### src/uart_loop_pkg.sv
// Constants and types for the loopback and auxiliary output block
package uart_loop_pkg;

  // Printed register offsets are register indices; byte address is four times the index
  localparam logic [7:0] MODEM_CONTROL_IDX = 8'h04;
  localparam logic [7:0] MODEM_STATUS_IDX  = 8'h06;
  localparam logic [7:0] PIN_FUNC_IDX      = 8'h08;
  localparam logic [7:0] IRQ_STATUS_IDX    = 8'h09;
  localparam logic [7:0] IRQ_MASK_IDX      = 8'h0A;
  localparam logic [7:0] MODEM_CONTROL_ADDR = {MODEM_CONTROL_IDX[5:0], 2'b00};
  localparam logic [7:0] MODEM_STATUS_ADDR  = {MODEM_STATUS_IDX[5:0], 2'b00};
  localparam logic [7:0] PIN_FUNC_ADDR      = {PIN_FUNC_IDX[5:0], 2'b00};
  localparam logic [7:0] IRQ_STATUS_ADDR    = {IRQ_STATUS_IDX[5:0], 2'b00};
  localparam logic [7:0] IRQ_MASK_ADDR      = {IRQ_MASK_IDX[5:0], 2'b00};

  // Modem control register fields
  localparam int unsigned CTL_DTR_BIT  = 0;
  localparam int unsigned CTL_RTS_BIT  = 1;
  localparam int unsigned CTL_AUXA_BIT = 2;
  localparam int unsigned CTL_AUXB_BIT = 3;
  localparam int unsigned CTL_LOOP_BIT = 4;
  localparam logic [7:0]  MODEM_CONTROL_RESET = 8'h00;

  // Modem input vector order, also modem status layout (deltas low, levels high)
  localparam int unsigned MDM_CTS = 0;
  localparam int unsigned MDM_DSR = 1;
  localparam int unsigned MDM_RI  = 2;
  localparam int unsigned MDM_DCD = 3;
  localparam int unsigned MDM_W   = 4;
  localparam logic [3:0]  MDM_FALL_ONLY = 4'h4;  // Ring indicator reports trailing edge

  // Interrupt status and mask layout
  localparam int unsigned IRQ_RX_BIT    = 0;
  localparam int unsigned IRQ_TX_BIT    = 1;
  localparam int unsigned IRQ_MODEM_BIT = 2;
  localparam int unsigned IRQ_W         = 3;
  localparam logic [2:0]  IRQ_RESET     = 3'h0;

  // Shared auxiliary pin function select
  typedef enum logic [1:0] {
    PIN_AUX    = 2'h0,
    PIN_BAUD   = 2'h1,
    PIN_RX_DMA = 2'h2
  } pin_func_t;

  localparam logic [1:0] RESP_OKAY   = 2'h0;
  localparam logic [1:0] RESP_SLVERR = 2'h2;

  typedef enum logic [1:0] {
    WR_IDLE = 2'b01,
    WR_RESP = 2'b10
  } wr_state_t;

  typedef enum logic [1:0] {
    RD_IDLE = 2'b01,
    RD_DATA = 2'b10
  } rd_state_t;

endpackage

### src/modem_change_detect.sv
// Per-bit change detector for the modem status inputs
`timescale 1ns/1ps
module modem_change_detect
  import uart_loop_pkg::*;
#(
  parameter int unsigned W         = MDM_W,
  parameter logic [W-1:0] FALL_ONLY = MDM_FALL_ONLY
) (
  input  wire logic         clk_i,
  input  wire logic         reset_i,
  input  wire logic [W-1:0] state_i,
  output logic      [W-1:0] delta_o
);

  logic [W-1:0] prev_reg;
  logic [W-1:0] prev_next;

  // Previous sample; reset to deasserted so idle pins do not flag after reset
  always_comb begin
    prev_next = state_i;
  end

  always_ff @(posedge clk_i) begin
    if (reset_i) begin
      prev_reg <= '0;
    end else begin
      prev_reg <= prev_next;
    end
  end

  // Selected bits report only a falling edge, the rest any change
  for (genvar g = 0; g < W; g++) begin : g_bit
    assign delta_o[g] = FALL_ONLY[g] ? (prev_reg[g] & ~state_i[g])
                                     : (prev_reg[g] ^ state_i[g]);
  end

endmodule

### src/uart_loopback_aux_output_ctrl.sv
// Modem control loopback, modem outputs and shared auxiliary pin with AXI4-Lite registers
//
// Functional notes
// [RL1] Loopback holds the serial transmit pin at marking level one.
// [RL2] Loopback ignores receive pin; transmit shifter output feeds the receive shifter.
// [RL3] Loopback disconnects four modem inputs and routes the four control outputs onto them.
// [RL4] Loopback drives all modem control output pins inactive high regardless of bits; aux b is forced high only with PIN_AUX, baud and DMA still drive it.
// [RL5] Receiver and transmitter interrupts keep working in loopback, gated by enables.
// [RL6] Loopback modem status interrupts come from low four control register bits.
// [RL7] Loopback bit resets clear; cleared means normal transmit and receive.
// [RL8] Auxiliary output b pin is low when bit 3 is one; bit resets zero.
// [RL9] Auxiliary pin shared with baud clock and receive DMA ready; reset selects auxiliary.
// [RL10] In loopback auxiliary output a bit drives ring indicator status bit 6.
// [RL11] RTS pin low when bit 1 is one, high otherwise; bit resets zero.
// [RL12] Loopback map: DTR to DSR, RTS to CTS, aux a to RI, aux b to DCD.
//
// Our own choices: the register offsets and the AXI4-Lite interface to the registers.
`timescale 1ns/1ps
module uart_loopback_aux_output_ctrl
  import uart_loop_pkg::*;
(
  input  wire logic        clk_i,
  input  wire logic        reset_i,
  input  wire logic [7:0]  s_axi_awaddr,
  input  wire logic        s_axi_awvalid,
  output logic             s_axi_awready,
  input  wire logic [31:0] s_axi_wdata,
  input  wire logic [3:0]  s_axi_wstrb,
  input  wire logic        s_axi_wvalid,
  output logic             s_axi_wready,
  output logic [1:0]       s_axi_bresp,
  output logic             s_axi_bvalid,
  input  wire logic        s_axi_bready,
  input  wire logic [7:0]  s_axi_araddr,
  input  wire logic        s_axi_arvalid,
  output logic             s_axi_arready,
  output logic [31:0]      s_axi_rdata,
  output logic [1:0]       s_axi_rresp,
  output logic             s_axi_rvalid,
  input  wire logic        s_axi_rready,
  input  wire logic        tx_shift_out_i,
  input  wire logic        rx_event_i,
  input  wire logic        tx_event_i,
  input  wire logic        baud_clock_output_i,
  input  wire logic        rx_dma_request_i,
  input  wire logic        serial_rx_pin_i,
  input  wire logic        cts_n_i,
  input  wire logic        dsr_n_i,
  input  wire logic        ri_n_i,
  input  wire logic        dcd_n_i,
  output logic             serial_tx_pin_o,
  output logic             rx_shift_in_o,
  output logic             dtr_n_o,
  output logic             rts_n_o,
  output logic             aux_output_b_o,
  output logic             irq_o
);

  // Pin synchronisers: first stage feeds only the second
  logic [4:0] pin_meta_reg;
  logic [4:0] pin_sync_reg;
  always_ff @(posedge clk_i) begin
    if (reset_i) begin
      pin_meta_reg <= 5'h1F;
      pin_sync_reg <= 5'h1F;
    end else begin
      pin_meta_reg <= {serial_rx_pin_i, dcd_n_i, ri_n_i, dsr_n_i, cts_n_i};
      pin_sync_reg <= pin_meta_reg;
    end
  end

  // Register state
  logic [7:0]       modem_control_reg, modem_control_next;
  pin_func_t        pin_func_reg, pin_func_next;
  logic [IRQ_W-1:0] irq_status_reg, irq_status_next;
  logic [IRQ_W-1:0] irq_mask_reg, irq_mask_next;
  logic [MDM_W-1:0] modem_delta_reg, modem_delta_next;
  logic             loop_en;
  logic [MDM_W-1:0] modem_state;
  logic [MDM_W-1:0] modem_delta;

  assign loop_en = modem_control_reg[CTL_LOOP_BIT];

  // Asserted-high modem inputs: pins in normal mode, control bits in loopback
  always_comb begin
    if (loop_en) begin
      modem_state[MDM_DSR] = modem_control_reg[CTL_DTR_BIT];  // RL3 RL12
      modem_state[MDM_CTS] = modem_control_reg[CTL_RTS_BIT];  // RL12
      modem_state[MDM_RI]  = modem_control_reg[CTL_AUXA_BIT]; // RL10 RL12
      modem_state[MDM_DCD] = modem_control_reg[CTL_AUXB_BIT]; // RL12
    end else begin
      modem_state = ~pin_sync_reg[MDM_W-1:0];
    end
  end

  // Change detection follows whichever source is selected
  modem_change_detect #(
    .W         (MDM_W),
    .FALL_ONLY (MDM_FALL_ONLY)
  ) u_change (
    .clk_i   (clk_i),
    .reset_i (reset_i),
    .state_i (modem_state),
    .delta_o (modem_delta)  // RL6
  );

  // Pin drivers are registered so the pins never glitch on a mode change
  logic serial_tx_reg, rx_shift_reg, dtr_n_reg, rts_n_reg, aux_b_reg;
  logic serial_tx_next, rx_shift_next, dtr_n_next, rts_n_next, aux_b_next;
  always_comb begin
    serial_tx_next = loop_en ? 1'b1 : tx_shift_out_i;                    // RL1 RL7
    rx_shift_next  = loop_en ? tx_shift_out_i : pin_sync_reg[MDM_W];     // RL2
    dtr_n_next     = loop_en | ~modem_control_reg[CTL_DTR_BIT];          // RL4
    rts_n_next     = loop_en | ~modem_control_reg[CTL_RTS_BIT];          // RL4 RL11
    case (pin_func_reg)                                                  // RL9
      PIN_AUX:    aux_b_next = loop_en | ~modem_control_reg[CTL_AUXB_BIT]; // RL4 RL8
      PIN_BAUD:   aux_b_next = baud_clock_output_i;
      PIN_RX_DMA: aux_b_next = rx_dma_request_i;
      default:    aux_b_next = 1'b1;
    endcase
  end

  always_ff @(posedge clk_i) begin
    if (reset_i) begin
      serial_tx_reg <= 1'b1;
      rx_shift_reg  <= 1'b1;
      dtr_n_reg     <= 1'b1;
      rts_n_reg     <= 1'b1;
      aux_b_reg     <= 1'b1;
    end else begin
      serial_tx_reg <= serial_tx_next;
      rx_shift_reg  <= rx_shift_next;
      dtr_n_reg     <= dtr_n_next;
      rts_n_reg     <= rts_n_next;
      aux_b_reg     <= aux_b_next;
    end
  end

  assign serial_tx_pin_o = serial_tx_reg;
  assign rx_shift_in_o   = rx_shift_reg;
  assign dtr_n_o         = dtr_n_reg;
  assign rts_n_o         = rts_n_reg;
  assign aux_output_b_o  = aux_b_reg;

  // AXI4-Lite write channel: address and data taken in either order
  wr_state_t   wr_state_reg, wr_state_next;
  logic        aw_have_reg, aw_have_next, w_have_reg, w_have_next;
  logic [7:0]  aw_addr_reg, aw_addr_next;
  logic [7:0]  w_data_reg, w_data_next;
  logic        w_lane_reg, w_lane_next;
  logic [1:0]  bresp_reg, bresp_next;
  logic        wr_do;
  logic [7:0]  wr_addr;
  logic [7:0]  wr_data;
  logic        wr_lane;
  logic        wr_hit;

  assign s_axi_awready = (wr_state_reg == WR_IDLE) & ~aw_have_reg;
  assign s_axi_wready  = (wr_state_reg == WR_IDLE) & ~w_have_reg;
  assign s_axi_bvalid  = (wr_state_reg == WR_RESP);
  assign s_axi_bresp   = bresp_reg;
  assign wr_addr = aw_have_reg ? aw_addr_reg : s_axi_awaddr;
  assign wr_data = w_have_reg ? w_data_reg : s_axi_wdata[7:0];
  assign wr_lane = w_have_reg ? w_lane_reg : s_axi_wstrb[0];
  assign wr_do   = (wr_state_reg == WR_IDLE)
                 & (aw_have_reg | s_axi_awvalid) & (w_have_reg | s_axi_wvalid);
  assign wr_hit  = (wr_addr == MODEM_CONTROL_ADDR) | (wr_addr == PIN_FUNC_ADDR)
                 | (wr_addr == IRQ_MASK_ADDR) | (wr_addr == IRQ_STATUS_ADDR)
                 | (wr_addr == MODEM_STATUS_ADDR);

  always_comb begin
    wr_state_next = wr_state_reg;
    aw_have_next  = aw_have_reg;
    w_have_next   = w_have_reg;
    aw_addr_next  = aw_addr_reg;
    w_data_next   = w_data_reg;
    w_lane_next   = w_lane_reg;
    bresp_next    = bresp_reg;
    case (wr_state_reg)
      WR_IDLE: begin
        if (wr_do) begin
          aw_have_next  = 1'b0;
          w_have_next   = 1'b0;
          bresp_next    = wr_hit ? RESP_OKAY : RESP_SLVERR;
          wr_state_next = WR_RESP;
        end else begin
          if (s_axi_awvalid & ~aw_have_reg) begin
            aw_have_next = 1'b1;
            aw_addr_next = s_axi_awaddr;
          end
          if (s_axi_wvalid & ~w_have_reg) begin
            w_have_next = 1'b1;
            w_data_next = s_axi_wdata[7:0];
            w_lane_next = s_axi_wstrb[0];
          end
        end
      end
      WR_RESP: begin
        if (s_axi_bready) begin
          wr_state_next = WR_IDLE;
        end
      end
      default: wr_state_next = WR_IDLE;
    endcase
  end

  always_ff @(posedge clk_i) begin
    if (reset_i) begin
      wr_state_reg <= WR_IDLE;
      aw_have_reg  <= 1'b0;
      w_have_reg   <= 1'b0;
      aw_addr_reg  <= 8'h00;
      w_data_reg   <= 8'h00;
      w_lane_reg   <= 1'b0;
      bresp_reg    <= RESP_OKAY;
    end else begin
      wr_state_reg <= wr_state_next;
      aw_have_reg  <= aw_have_next;
      w_have_reg   <= w_have_next;
      aw_addr_reg  <= aw_addr_next;
      w_data_reg   <= w_data_next;
      w_lane_reg   <= w_lane_next;
      bresp_reg    <= bresp_next;
    end
  end

  // AXI4-Lite read channel: data registered, one cycle after the address is taken
  rd_state_t   rd_state_reg, rd_state_next;
  logic [31:0] rdata_reg, rdata_next;
  logic [1:0]  rresp_reg, rresp_next;
  logic        rd_take;

  assign s_axi_arready = (rd_state_reg == RD_IDLE);
  assign s_axi_rvalid  = (rd_state_reg == RD_DATA);
  assign s_axi_rdata   = rdata_reg;
  assign s_axi_rresp   = rresp_reg;
  assign rd_take       = s_axi_arvalid & (rd_state_reg == RD_IDLE);

  always_comb begin
    rd_state_next = rd_state_reg;
    rdata_next    = rdata_reg;
    rresp_next    = rresp_reg;
    case (rd_state_reg)
      RD_IDLE: begin
        if (s_axi_arvalid) begin
          rd_state_next = RD_DATA;
          rresp_next    = RESP_OKAY;
          case (s_axi_araddr)
            MODEM_CONTROL_ADDR: rdata_next = {24'h000000, modem_control_reg};
            MODEM_STATUS_ADDR:  rdata_next = {24'h000000, modem_state, modem_delta_reg};
            PIN_FUNC_ADDR:      rdata_next = {30'h00000000, pin_func_reg};
            IRQ_STATUS_ADDR:    rdata_next = {29'h00000000, irq_status_reg};
            IRQ_MASK_ADDR:      rdata_next = {29'h00000000, irq_mask_reg};
            default: begin
              rdata_next = 32'h00000000;
              rresp_next = RESP_SLVERR;
            end
          endcase
        end
      end
      RD_DATA: begin
        if (s_axi_rready) begin
          rd_state_next = RD_IDLE;
        end
      end
      default: rd_state_next = RD_IDLE;
    endcase
  end

  always_ff @(posedge clk_i) begin
    if (reset_i) begin
      rd_state_reg <= RD_IDLE;
      rdata_reg    <= 32'h00000000;
      rresp_reg    <= RESP_OKAY;
    end else begin
      rd_state_reg <= rd_state_next;
      rdata_reg    <= rdata_next;
      rresp_reg    <= rresp_next;
    end
  end

  // Software registers and sticky flags; a new event beats a read-clear in the same cycle
  logic wr_byte;
  assign wr_byte = wr_do & wr_lane;
  always_comb begin
    modem_control_next = modem_control_reg;
    pin_func_next      = pin_func_reg;
    irq_mask_next      = irq_mask_reg;
    modem_delta_next   = modem_delta_reg;
    irq_status_next    = irq_status_reg;
    if (wr_byte && wr_addr == MODEM_CONTROL_ADDR) begin
      modem_control_next = wr_data;
    end
    if (wr_byte && wr_addr == PIN_FUNC_ADDR) begin
      pin_func_next = pin_func_t'(wr_data[1:0]);
    end
    if (wr_byte && wr_addr == IRQ_MASK_ADDR) begin
      irq_mask_next = wr_data[IRQ_W-1:0];
    end
    if (rd_take && s_axi_araddr == MODEM_STATUS_ADDR) begin
      modem_delta_next = '0;
    end
    if (rd_take && s_axi_araddr == IRQ_STATUS_ADDR) begin
      irq_status_next = '0;
    end
    modem_delta_next = modem_delta_next | modem_delta;                   // RL6
    irq_status_next[IRQ_RX_BIT]    = irq_status_next[IRQ_RX_BIT] | rx_event_i; // RL5
    irq_status_next[IRQ_TX_BIT]    = irq_status_next[IRQ_TX_BIT] | tx_event_i; // RL5
    irq_status_next[IRQ_MODEM_BIT] = irq_status_next[IRQ_MODEM_BIT] | (|modem_delta); // RL6
  end

  always_ff @(posedge clk_i) begin
    if (reset_i) begin
      modem_control_reg <= MODEM_CONTROL_RESET;  // RL7 RL8 RL11
      pin_func_reg      <= PIN_AUX;              // RL9
      irq_mask_reg      <= IRQ_RESET;
      modem_delta_reg   <= '0;
      irq_status_reg    <= IRQ_RESET;
    end else begin
      modem_control_reg <= modem_control_next;
      pin_func_reg      <= pin_func_next;
      irq_mask_reg      <= irq_mask_next;
      modem_delta_reg   <= modem_delta_next;
      irq_status_reg    <= irq_status_next;
    end
  end

  // Level interrupt: loopback does not gate it, only the mask does
  assign irq_o = |(irq_status_reg & irq_mask_reg);  // RL5

  // Checks
  property p_loop_tx_mark;
    @(posedge clk_i) disable iff (reset_i) loop_en |=> serial_tx_pin_o;
  endproperty
  a_loop_tx_mark: assert property (p_loop_tx_mark) else $error("tx pin not marking"); // RL1

  property p_loop_rx_route;
    @(posedge clk_i) disable iff (reset_i)
      loop_en |=> (rx_shift_in_o == $past(tx_shift_out_i));
  endproperty
  a_loop_rx_route: assert property (p_loop_rx_route) else $error("rx not looped"); // RL2

  property p_loop_map;
    @(posedge clk_i) disable iff (reset_i)
      loop_en |-> (modem_state == {modem_control_reg[CTL_AUXB_BIT],
        modem_control_reg[CTL_AUXA_BIT], modem_control_reg[CTL_DTR_BIT],
        modem_control_reg[CTL_RTS_BIT]});
  endproperty
  a_loop_map: assert property (p_loop_map) else $error("loop map wrong"); // RL3 RL12

  property p_loop_pins_high;
    @(posedge clk_i) disable iff (reset_i) loop_en |=> (dtr_n_o && rts_n_o);
  endproperty
  a_loop_pins_high: assert property (p_loop_pins_high) else $error("pins not high"); // RL4

  property p_rx_irq;
    @(posedge clk_i) disable iff (reset_i)
      (rx_event_i && irq_mask_reg[IRQ_RX_BIT]) ##1 irq_mask_reg[IRQ_RX_BIT] |-> irq_o;
  endproperty
  a_rx_irq: assert property (p_rx_irq) else $error("rx irq lost"); // RL5

  property p_loop_modem_irq;
    @(posedge clk_i) disable iff (reset_i)
      (loop_en && $past(loop_en) && $fell(modem_control_reg[CTL_AUXA_BIT]))
        |=> modem_delta_reg[MDM_RI] && irq_status_reg[IRQ_MODEM_BIT];
  endproperty
  a_loop_modem_irq: assert property (p_loop_modem_irq) else $error("no modem delta"); // RL6

  property p_normal_tx;
    @(posedge clk_i) disable iff (reset_i)
      !loop_en |=> (serial_tx_pin_o == $past(tx_shift_out_i));
  endproperty
  a_normal_tx: assert property (p_normal_tx) else $error("tx not passed"); // RL7

  property p_aux_b;
    @(posedge clk_i) disable iff (reset_i)
      (!loop_en && pin_func_reg == PIN_AUX)
        |=> (aux_output_b_o == !$past(modem_control_reg[CTL_AUXB_BIT]));
  endproperty
  a_aux_b: assert property (p_aux_b) else $error("aux b level wrong"); // RL8

  property p_reset_func;
    @(posedge clk_i) reset_i |=> (pin_func_reg == PIN_AUX && !loop_en);
  endproperty
  a_reset_func: assert property (p_reset_func) else $error("bad reset function"); // RL9

  // Checks the status word that software reads, not the internal routing
  property p_ri_bit;
    @(posedge clk_i) disable iff (reset_i)
      (rd_take && loop_en && s_axi_araddr == MODEM_STATUS_ADDR)
        |=> (s_axi_rdata[MDM_W + MDM_RI] == $past(modem_control_reg[CTL_AUXA_BIT]));
  endproperty
  a_ri_bit: assert property (p_ri_bit) else $error("ri not from aux a"); // RL10

  property p_rts;
    @(posedge clk_i) disable iff (reset_i)
      !loop_en |=> (rts_n_o == !$past(modem_control_reg[CTL_RTS_BIT]));
  endproperty
  a_rts: assert property (p_rts) else $error("rts level wrong"); // RL11

  c_loop_on: cover property (@(posedge clk_i) disable iff (reset_i) $rose(loop_en));
  c_write: cover property (@(posedge clk_i) disable iff (reset_i) wr_do ##1 s_axi_bvalid);
  c_irq: cover property (@(posedge clk_i) disable iff (reset_i) $rose(irq_o));
  c_read: cover property (@(posedge clk_i) disable iff (reset_i)
    rd_take && s_axi_araddr == MODEM_STATUS_ADDR);

endmodule

### config.mk
export PLATFORM = sky130hd
export DESIGN_NAME = uart_loopback_aux_output_ctrl
export DESIGN_NICKNAME = d
export VERILOG_FILES = /design/src/uart_loop_pkg.sv /design/src/modem_change_detect.sv /design/src/uart_loopback_aux_output_ctrl.sv
export SDC_FILE = /design/constraint.sdc
export NUM_CORES = 1
export LEC_CHECK = 0
export ABC_CLOCK_PERIOD_IN_PS = 2100
export CORE_UTILIZATION = 45
export DETAILED_ROUTE_END_ITERATION = 8
export DONT_BUFFER_PORTS = 1
export GPL_TIMING_DRIVEN = 0
export SLEW_MARGIN = 20
export SYNTH_ARGS = -nofsm -noshare
export SYNTH_HDL_FRONTEND = slang
export SYNTH_SLANG_ARGS = --single-unit
### constraint.sdc
create_clock -name clk_i -period 2.1 [get_ports clk_i]
set_input_delay 0.315 -clock clk_i [delete_from_list [all_inputs] [get_ports clk_i]]
set_output_delay 0.315 -clock clk_i [all_outputs]
set_load 0.005 [all_outputs]
Word level (Yosys, flattened, before mapping)
Cells that the tools add are included.

storage, ports and cells
  bits in registers = 98
  input port bits = 69
  logic and storage cells = 118

cells by class
  equal/unequal tests = 20
  multiplexer cells = 21
  bitwise gates (word level) = 34
  reductions and logical operators = 20

operator list
  operator                                                                number
  8-bit by 6-bit equality test with 1-bit output (second input constant)  6
  8-bit case mux with 5 select lines                                      1
  8-bit by 5-bit equality test with 1-bit output (second input constant)  4
  8-bit 2-to-1 mux                                                        2
  2-bit 2-to-1 mux                                                        6
  1-bit bitwise OR                                                        12
  2-bit AND reduction                                                     6
  1-bit AND                                                               9
  4-bit 2-to-1 mux                                                        2
  2-bit case mux with 2 select lines                                      2
  1-bit inverter                                                          7
  2-bit by 1-bit equality test with 1-bit output (second input constant)  3
  2-bit equality test (second input constant)                             3
  1-bit 2-to-1 mux                                                        6
  3-bit AND reduction                                                     2
  1-bit logical AND                                                       5
  5-bit OR reduction                                                      1
  2-bit by 1-bit != test with 1-bit output (second input constant)        2
  2-bit != test (second input constant)                                   2
  4-bit inverter                                                          1
  4-bit bitwise OR                                                        1
  2-bit nonzero test                                                      2
  4-bit OR reduction                                                      1
  3-bit AND                                                               1
  other kinds (6)                                                         8

Depth between registers and ports, before layout
  word-level depth = 7
  depth in mapped cells = 7

Hierarchy
From an unflattened synthesis, not the netlist that was laid out.

unflattened totals
  cell total of the unflattened synthesis = 377
  area, all modules = 3389.5 um2

modules (own cells, without submodules)
  module                         times used  cells an instance  area each (um2)  sequential area each (um2)
  uart_loopback_aux_output_ctrl  1           365                3251.9           1361.3
  modem_change_detect            1           12                 137.6            80.1

Worst setup path before layout
Ideal clock, no wire load.

  path kind = reg2reg
  from = reg aw_have_reg
  to = reg modem_control_reg[2]
  library setup time = 123 ps
  arrival = 1673 ps
  required time = 1977 ps
  slack = 304 ps
  stages on the path, launching flop included = 7
  clock period less this slack = 1796 ps
  cells stage by stage = dfxtp_1 -> buf_2 -> mux2_2 -> nor4_4 -> and3_1 -> buf_4 -> mux2_1

between the ends
  cells in the longest elaborated chain, start to end = 5

ends and longest elaborated chain
  what                    RTL line                              text
  from (decl)             uart_loopback_aux_output_ctrl.sv:147  logic aw_have_reg, aw_have_next, w_have_reg, w_have_next;
  from (signal assigned)  uart_loopback_aux_output_ctrl.sv:218  aw_have_reg <= aw_have_next;
  1-bit bitwise OR        uart_loopback_aux_output_ctrl.sv:166  & (aw_have_reg | s_axi_awvalid) & (w_have_reg | s_axi_wvalid);
  1-bit AND (2 in a row)  uart_loopback_aux_output_ctrl.sv:166
  1-bit AND               uart_loopback_aux_output_ctrl.sv:284  assign wr_byte = wr_do & wr_lane;
  1-bit logical AND *     uart_loopback_aux_output_ctrl.sv:291  if (wr_byte && wr_addr == MODEM_CONTROL_ADDR) begin
  to (signal assigned)    uart_loopback_aux_output_ctrl.sv:320  modem_control_reg <= modem_control_next;
  to (decl)               uart_loopback_aux_output_ctrl.sv:73   logic [7:0] modem_control_reg, modem_control_next;

Every way passes the cells marked *; elsewhere a longest branch is shown, timed or not.
A chain may end at the register's enable or synchronous reset.

Worst setup path after layout
  from = reg aw_addr_reg[0]
  to = reg modem_control_reg[2]

between the ends
  cells in the longest elaborated chain, start to end = 3

ends and longest elaborated chain
  what                                            RTL line                              text
  from (decl)                                     uart_loopback_aux_output_ctrl.sv:148  logic [7:0] aw_addr_reg, aw_addr_next;
  from (signal assigned)                          uart_loopback_aux_output_ctrl.sv:220  aw_addr_reg <= aw_addr_next;
  8-bit 2-to-1 mux                                uart_loopback_aux_output_ctrl.sv:162  assign wr_addr = aw_have_reg ? aw_addr_reg : s_axi_awaddr;
  8-bit by 5-bit equality test with 1-bit output  uart_loopback_aux_output_ctrl.sv:291
  1-bit logical AND                               uart_loopback_aux_output_ctrl.sv:291

No other way between the ends.

==> flow_summary.json <==
{
  "status": "completed",
  "ys_types": 53,
  "ir_worst_vdd_mv": 0.3752,
  "min_from": "dsr_n_i",
  "synth_enable_flop_cells": 0,
  "grt_overflow_total": 0,
  "final-hold-violation-count": 0,
  "h-tree-depth": 3,
  "routed_wl_um": 7156,
  "hp-class": "in -> reg",
  "worst-slew-pin-transition_ns": 0.6163,
  "use_met1_pct": 23.29,
  "postRouteAntennaNets": 0,
  "layout-drive-gt1-share_pct": 17.12,
  "cts_tree": "yes",
  "syn_area_sq_um": 3357,
  "avgRoutedWirePerCell_um": 14.25,
  "die_h_um": 88.37,
  "syn_avg_cell_area_sq_um": 9.248,
  "track_usage_pct": 19.00,
  "vias_per_cell": 5.028,
  "tns_ns": 0,
  "crit_type": "reg -> reg",
  "r2r_slack_ns": 0.13,
  "pwr-share-comb_pct": 11.4,
  "final.period_utilization_pct": 93.98,
  "reg2reg_from": "aw_addr_reg[0]",
  "required_ns": 2.33,
  "p_clk_share_pct": 35.8,
  "internal_power_mw": 2.086,
  "pre_cts_ws_ns": 0.1300,
  "mostFrequentLayoutCells": "dfxtp_1, nor2_1, mux2i_1, buf_4, conb_1",
  "cp.arrival_ns": 2.20,
  "area_growth_pct": 11.85,
  "stdcell_area_sq_um": 3755,
  "rows": 31,
  "finalNonFillerCells": 502,
  "hold_depth": 1,
  "cts_made_buffers": 9,
  "hpwl_um": 5386,
  "grt.met2_usage_pct": 31.40,
  "placed_area_sq_um": 3575,
  "finalPower_mw": 2.756,
  "r2r_cells": 5,
  "seq_area_frac_synth_pct": 42.94,
  "min_to": "pin_meta_reg[1]",
  "gp_congestion": 0.8539,
  "clock.fmax_mhz": 506.7,
  "relSlewSlack_pct": 58.48,
  "grt_pass1_vias": 2284,
  "hold_slack_ns": 0.07779,
  "powerDensity_nw_per_um2": 733.9,
  "final_common_cell": "dfxtp_1",
  "postCtsHoldBufs": 0,
  "p_leak_nw": 1.570,
  "end_kind": "register",
  "min_period_ns": 1.974,
  "start_util_pct": 46.53,
  "switching_share_pct": 24.31,
  "grt_pass1_wl_um": 11010,
  "ys_warn_count": 0,
  "rr_endpoint": "modem_control_reg[2]",
  "rsz0062_at_grt": "false",
  "grt_max_degree": 11,
  "grt-busiest-layer": "met2",
  "setup_viol": 0,
  "clock_path_buffers": 2,
  "numPortBuffers": 0,
  "ys_ff_latch": 72,
  "post_cts_resized": 0,
  "via_count": 2524,
  "slew_violations": 0,
  "post-cts-setup-buffers": 0,
  "drt-pass1-iter-count": 4,
  "clock_latency_ns": 0.34,
  "path_clk_slew_ns": 0.07,
  "core-area_sq_um": 7214,
  "fin_skew_ns": 0.006418,
  "layout.nets": 469,
  "fin_util_pct": 52.05,
  "dpl.cell_count": 487,
  "drc": 0,
  "p_seq_share_pct": 52.7,
  "synth_ff_type": "dfxtp_1",
  "clockRootBuffer": "clkbuf_8",
  "cts_sinks": 72,
  "ios": 116,
  "grtUsageMet3_pct": 4.757,
  "start_kind": "register",
  "switchingPower_mw": 0.6700,
  "dr.first_iter.drc_count": 45,
  "antenna_found_initial": 0,
  "diodes": 0,
  "cp_max_fo": 8,
  "die_area_sq_um": 7809,
  "max_cap_viol_count": 0,
  "setup_slack_ns": 0.1264,
  "fp.dieW_um": 88.37,
  "synth_async_sr_flop_share_pct": 0,
  "syn_inst": 363
}
[synthesized netlist by cell type (4+ instances only)]
cell type  instances  area, sq um
dfxtp_1           72         1441
nor2_1            38        142.6
mux2i_1           37        370.4
buf_4             27        202.7
nand2_1           19        71.32
or2_2             14        87.58
nor2b_1           13        81.33
o21ai_0           12        60.06
a21oi_1           11        55.05
nand2b_1          11        68.82
inv_1              9        33.78
a31oi_1            8        50.05
a211oi_1           7        52.55
clkbuf_1           7        26.28
nand3b_1           7        52.55
nor3b_1            7        52.55
a311oi_1           5        43.79
buf_2              5        25.02
nor3_1             4        20.02
o22ai_1            4        25.02
[per-layer routing]
metal	vias to the layer above	share of wire [%]
met5	-	0
met2	56	48
met4	0	1.5
li1	1291	-
met3	8	4.7
met1	1169	46
[power by group through the flow]
| stage | combinational (mW) | sequential [mW] | clock, mW |
|---|---|---|---|
| floorplan | 0.265 | 1.47 | 0 |
| global placement | 0.311 | 1.48 | 0 |
| detailed placement | 0.313 | 1.48 | 0 |
| CTS | 0.315 | 1.45 | 1.02 |
| global route | 0.351 | 1.46 | 1.08 |
| finish | 0.315 | 1.45 | 0.987 |
[worst max path at each step]
stage / from / to / depth (start not counted)
2_1_floorplan: aw_have_reg / modem_control_reg[2] / 6
3_3_place_gp: aw_have_reg / modem_control_reg[2] / 6
3_5_place_dp: aw_have_reg / modem_control_reg[2] / 6
4_1_cts: aw_have_reg / modem_control_reg[2] / 6
5_1_grt: aw_have_reg / modem_control_reg[2] / 7
6_report: aw_addr_reg[0] / modem_control_reg[2] / 5
[area by class of cell]
cell class,instances,area (sq um)
plain buffers,43,286.5
clock buffers,14,172.7
fillers,721,3460
inverters,9,33.78
multi-input cells,264,1689
flip-flops and latches,72,1441
well taps,99,123.9
repair buffers,1,7.507
[critical path, stage by stage (launching register included)]
cell and delay [ns]:
dfxtp_1 0.32, o41ai_1 0.44, o2111a_1 0.42, and3_1 0.20, buf_4 0.17, mux2_1 0.32
[cell families after synthesis]
logic type | Yosys count | share of synthesized area, %
and+or+nand+nor | 138 | 23.41
DFF | 72 | 42.94
AOI/OAI and AO/OA | 56 | 10.85
buffers and inverters | 52 | 9.541
muxes | 41 | 12.37
xor gates and xnor gates | 3 | 0.7828
other | 1 | 0.1117
Power figures use the tool's default switching activity.
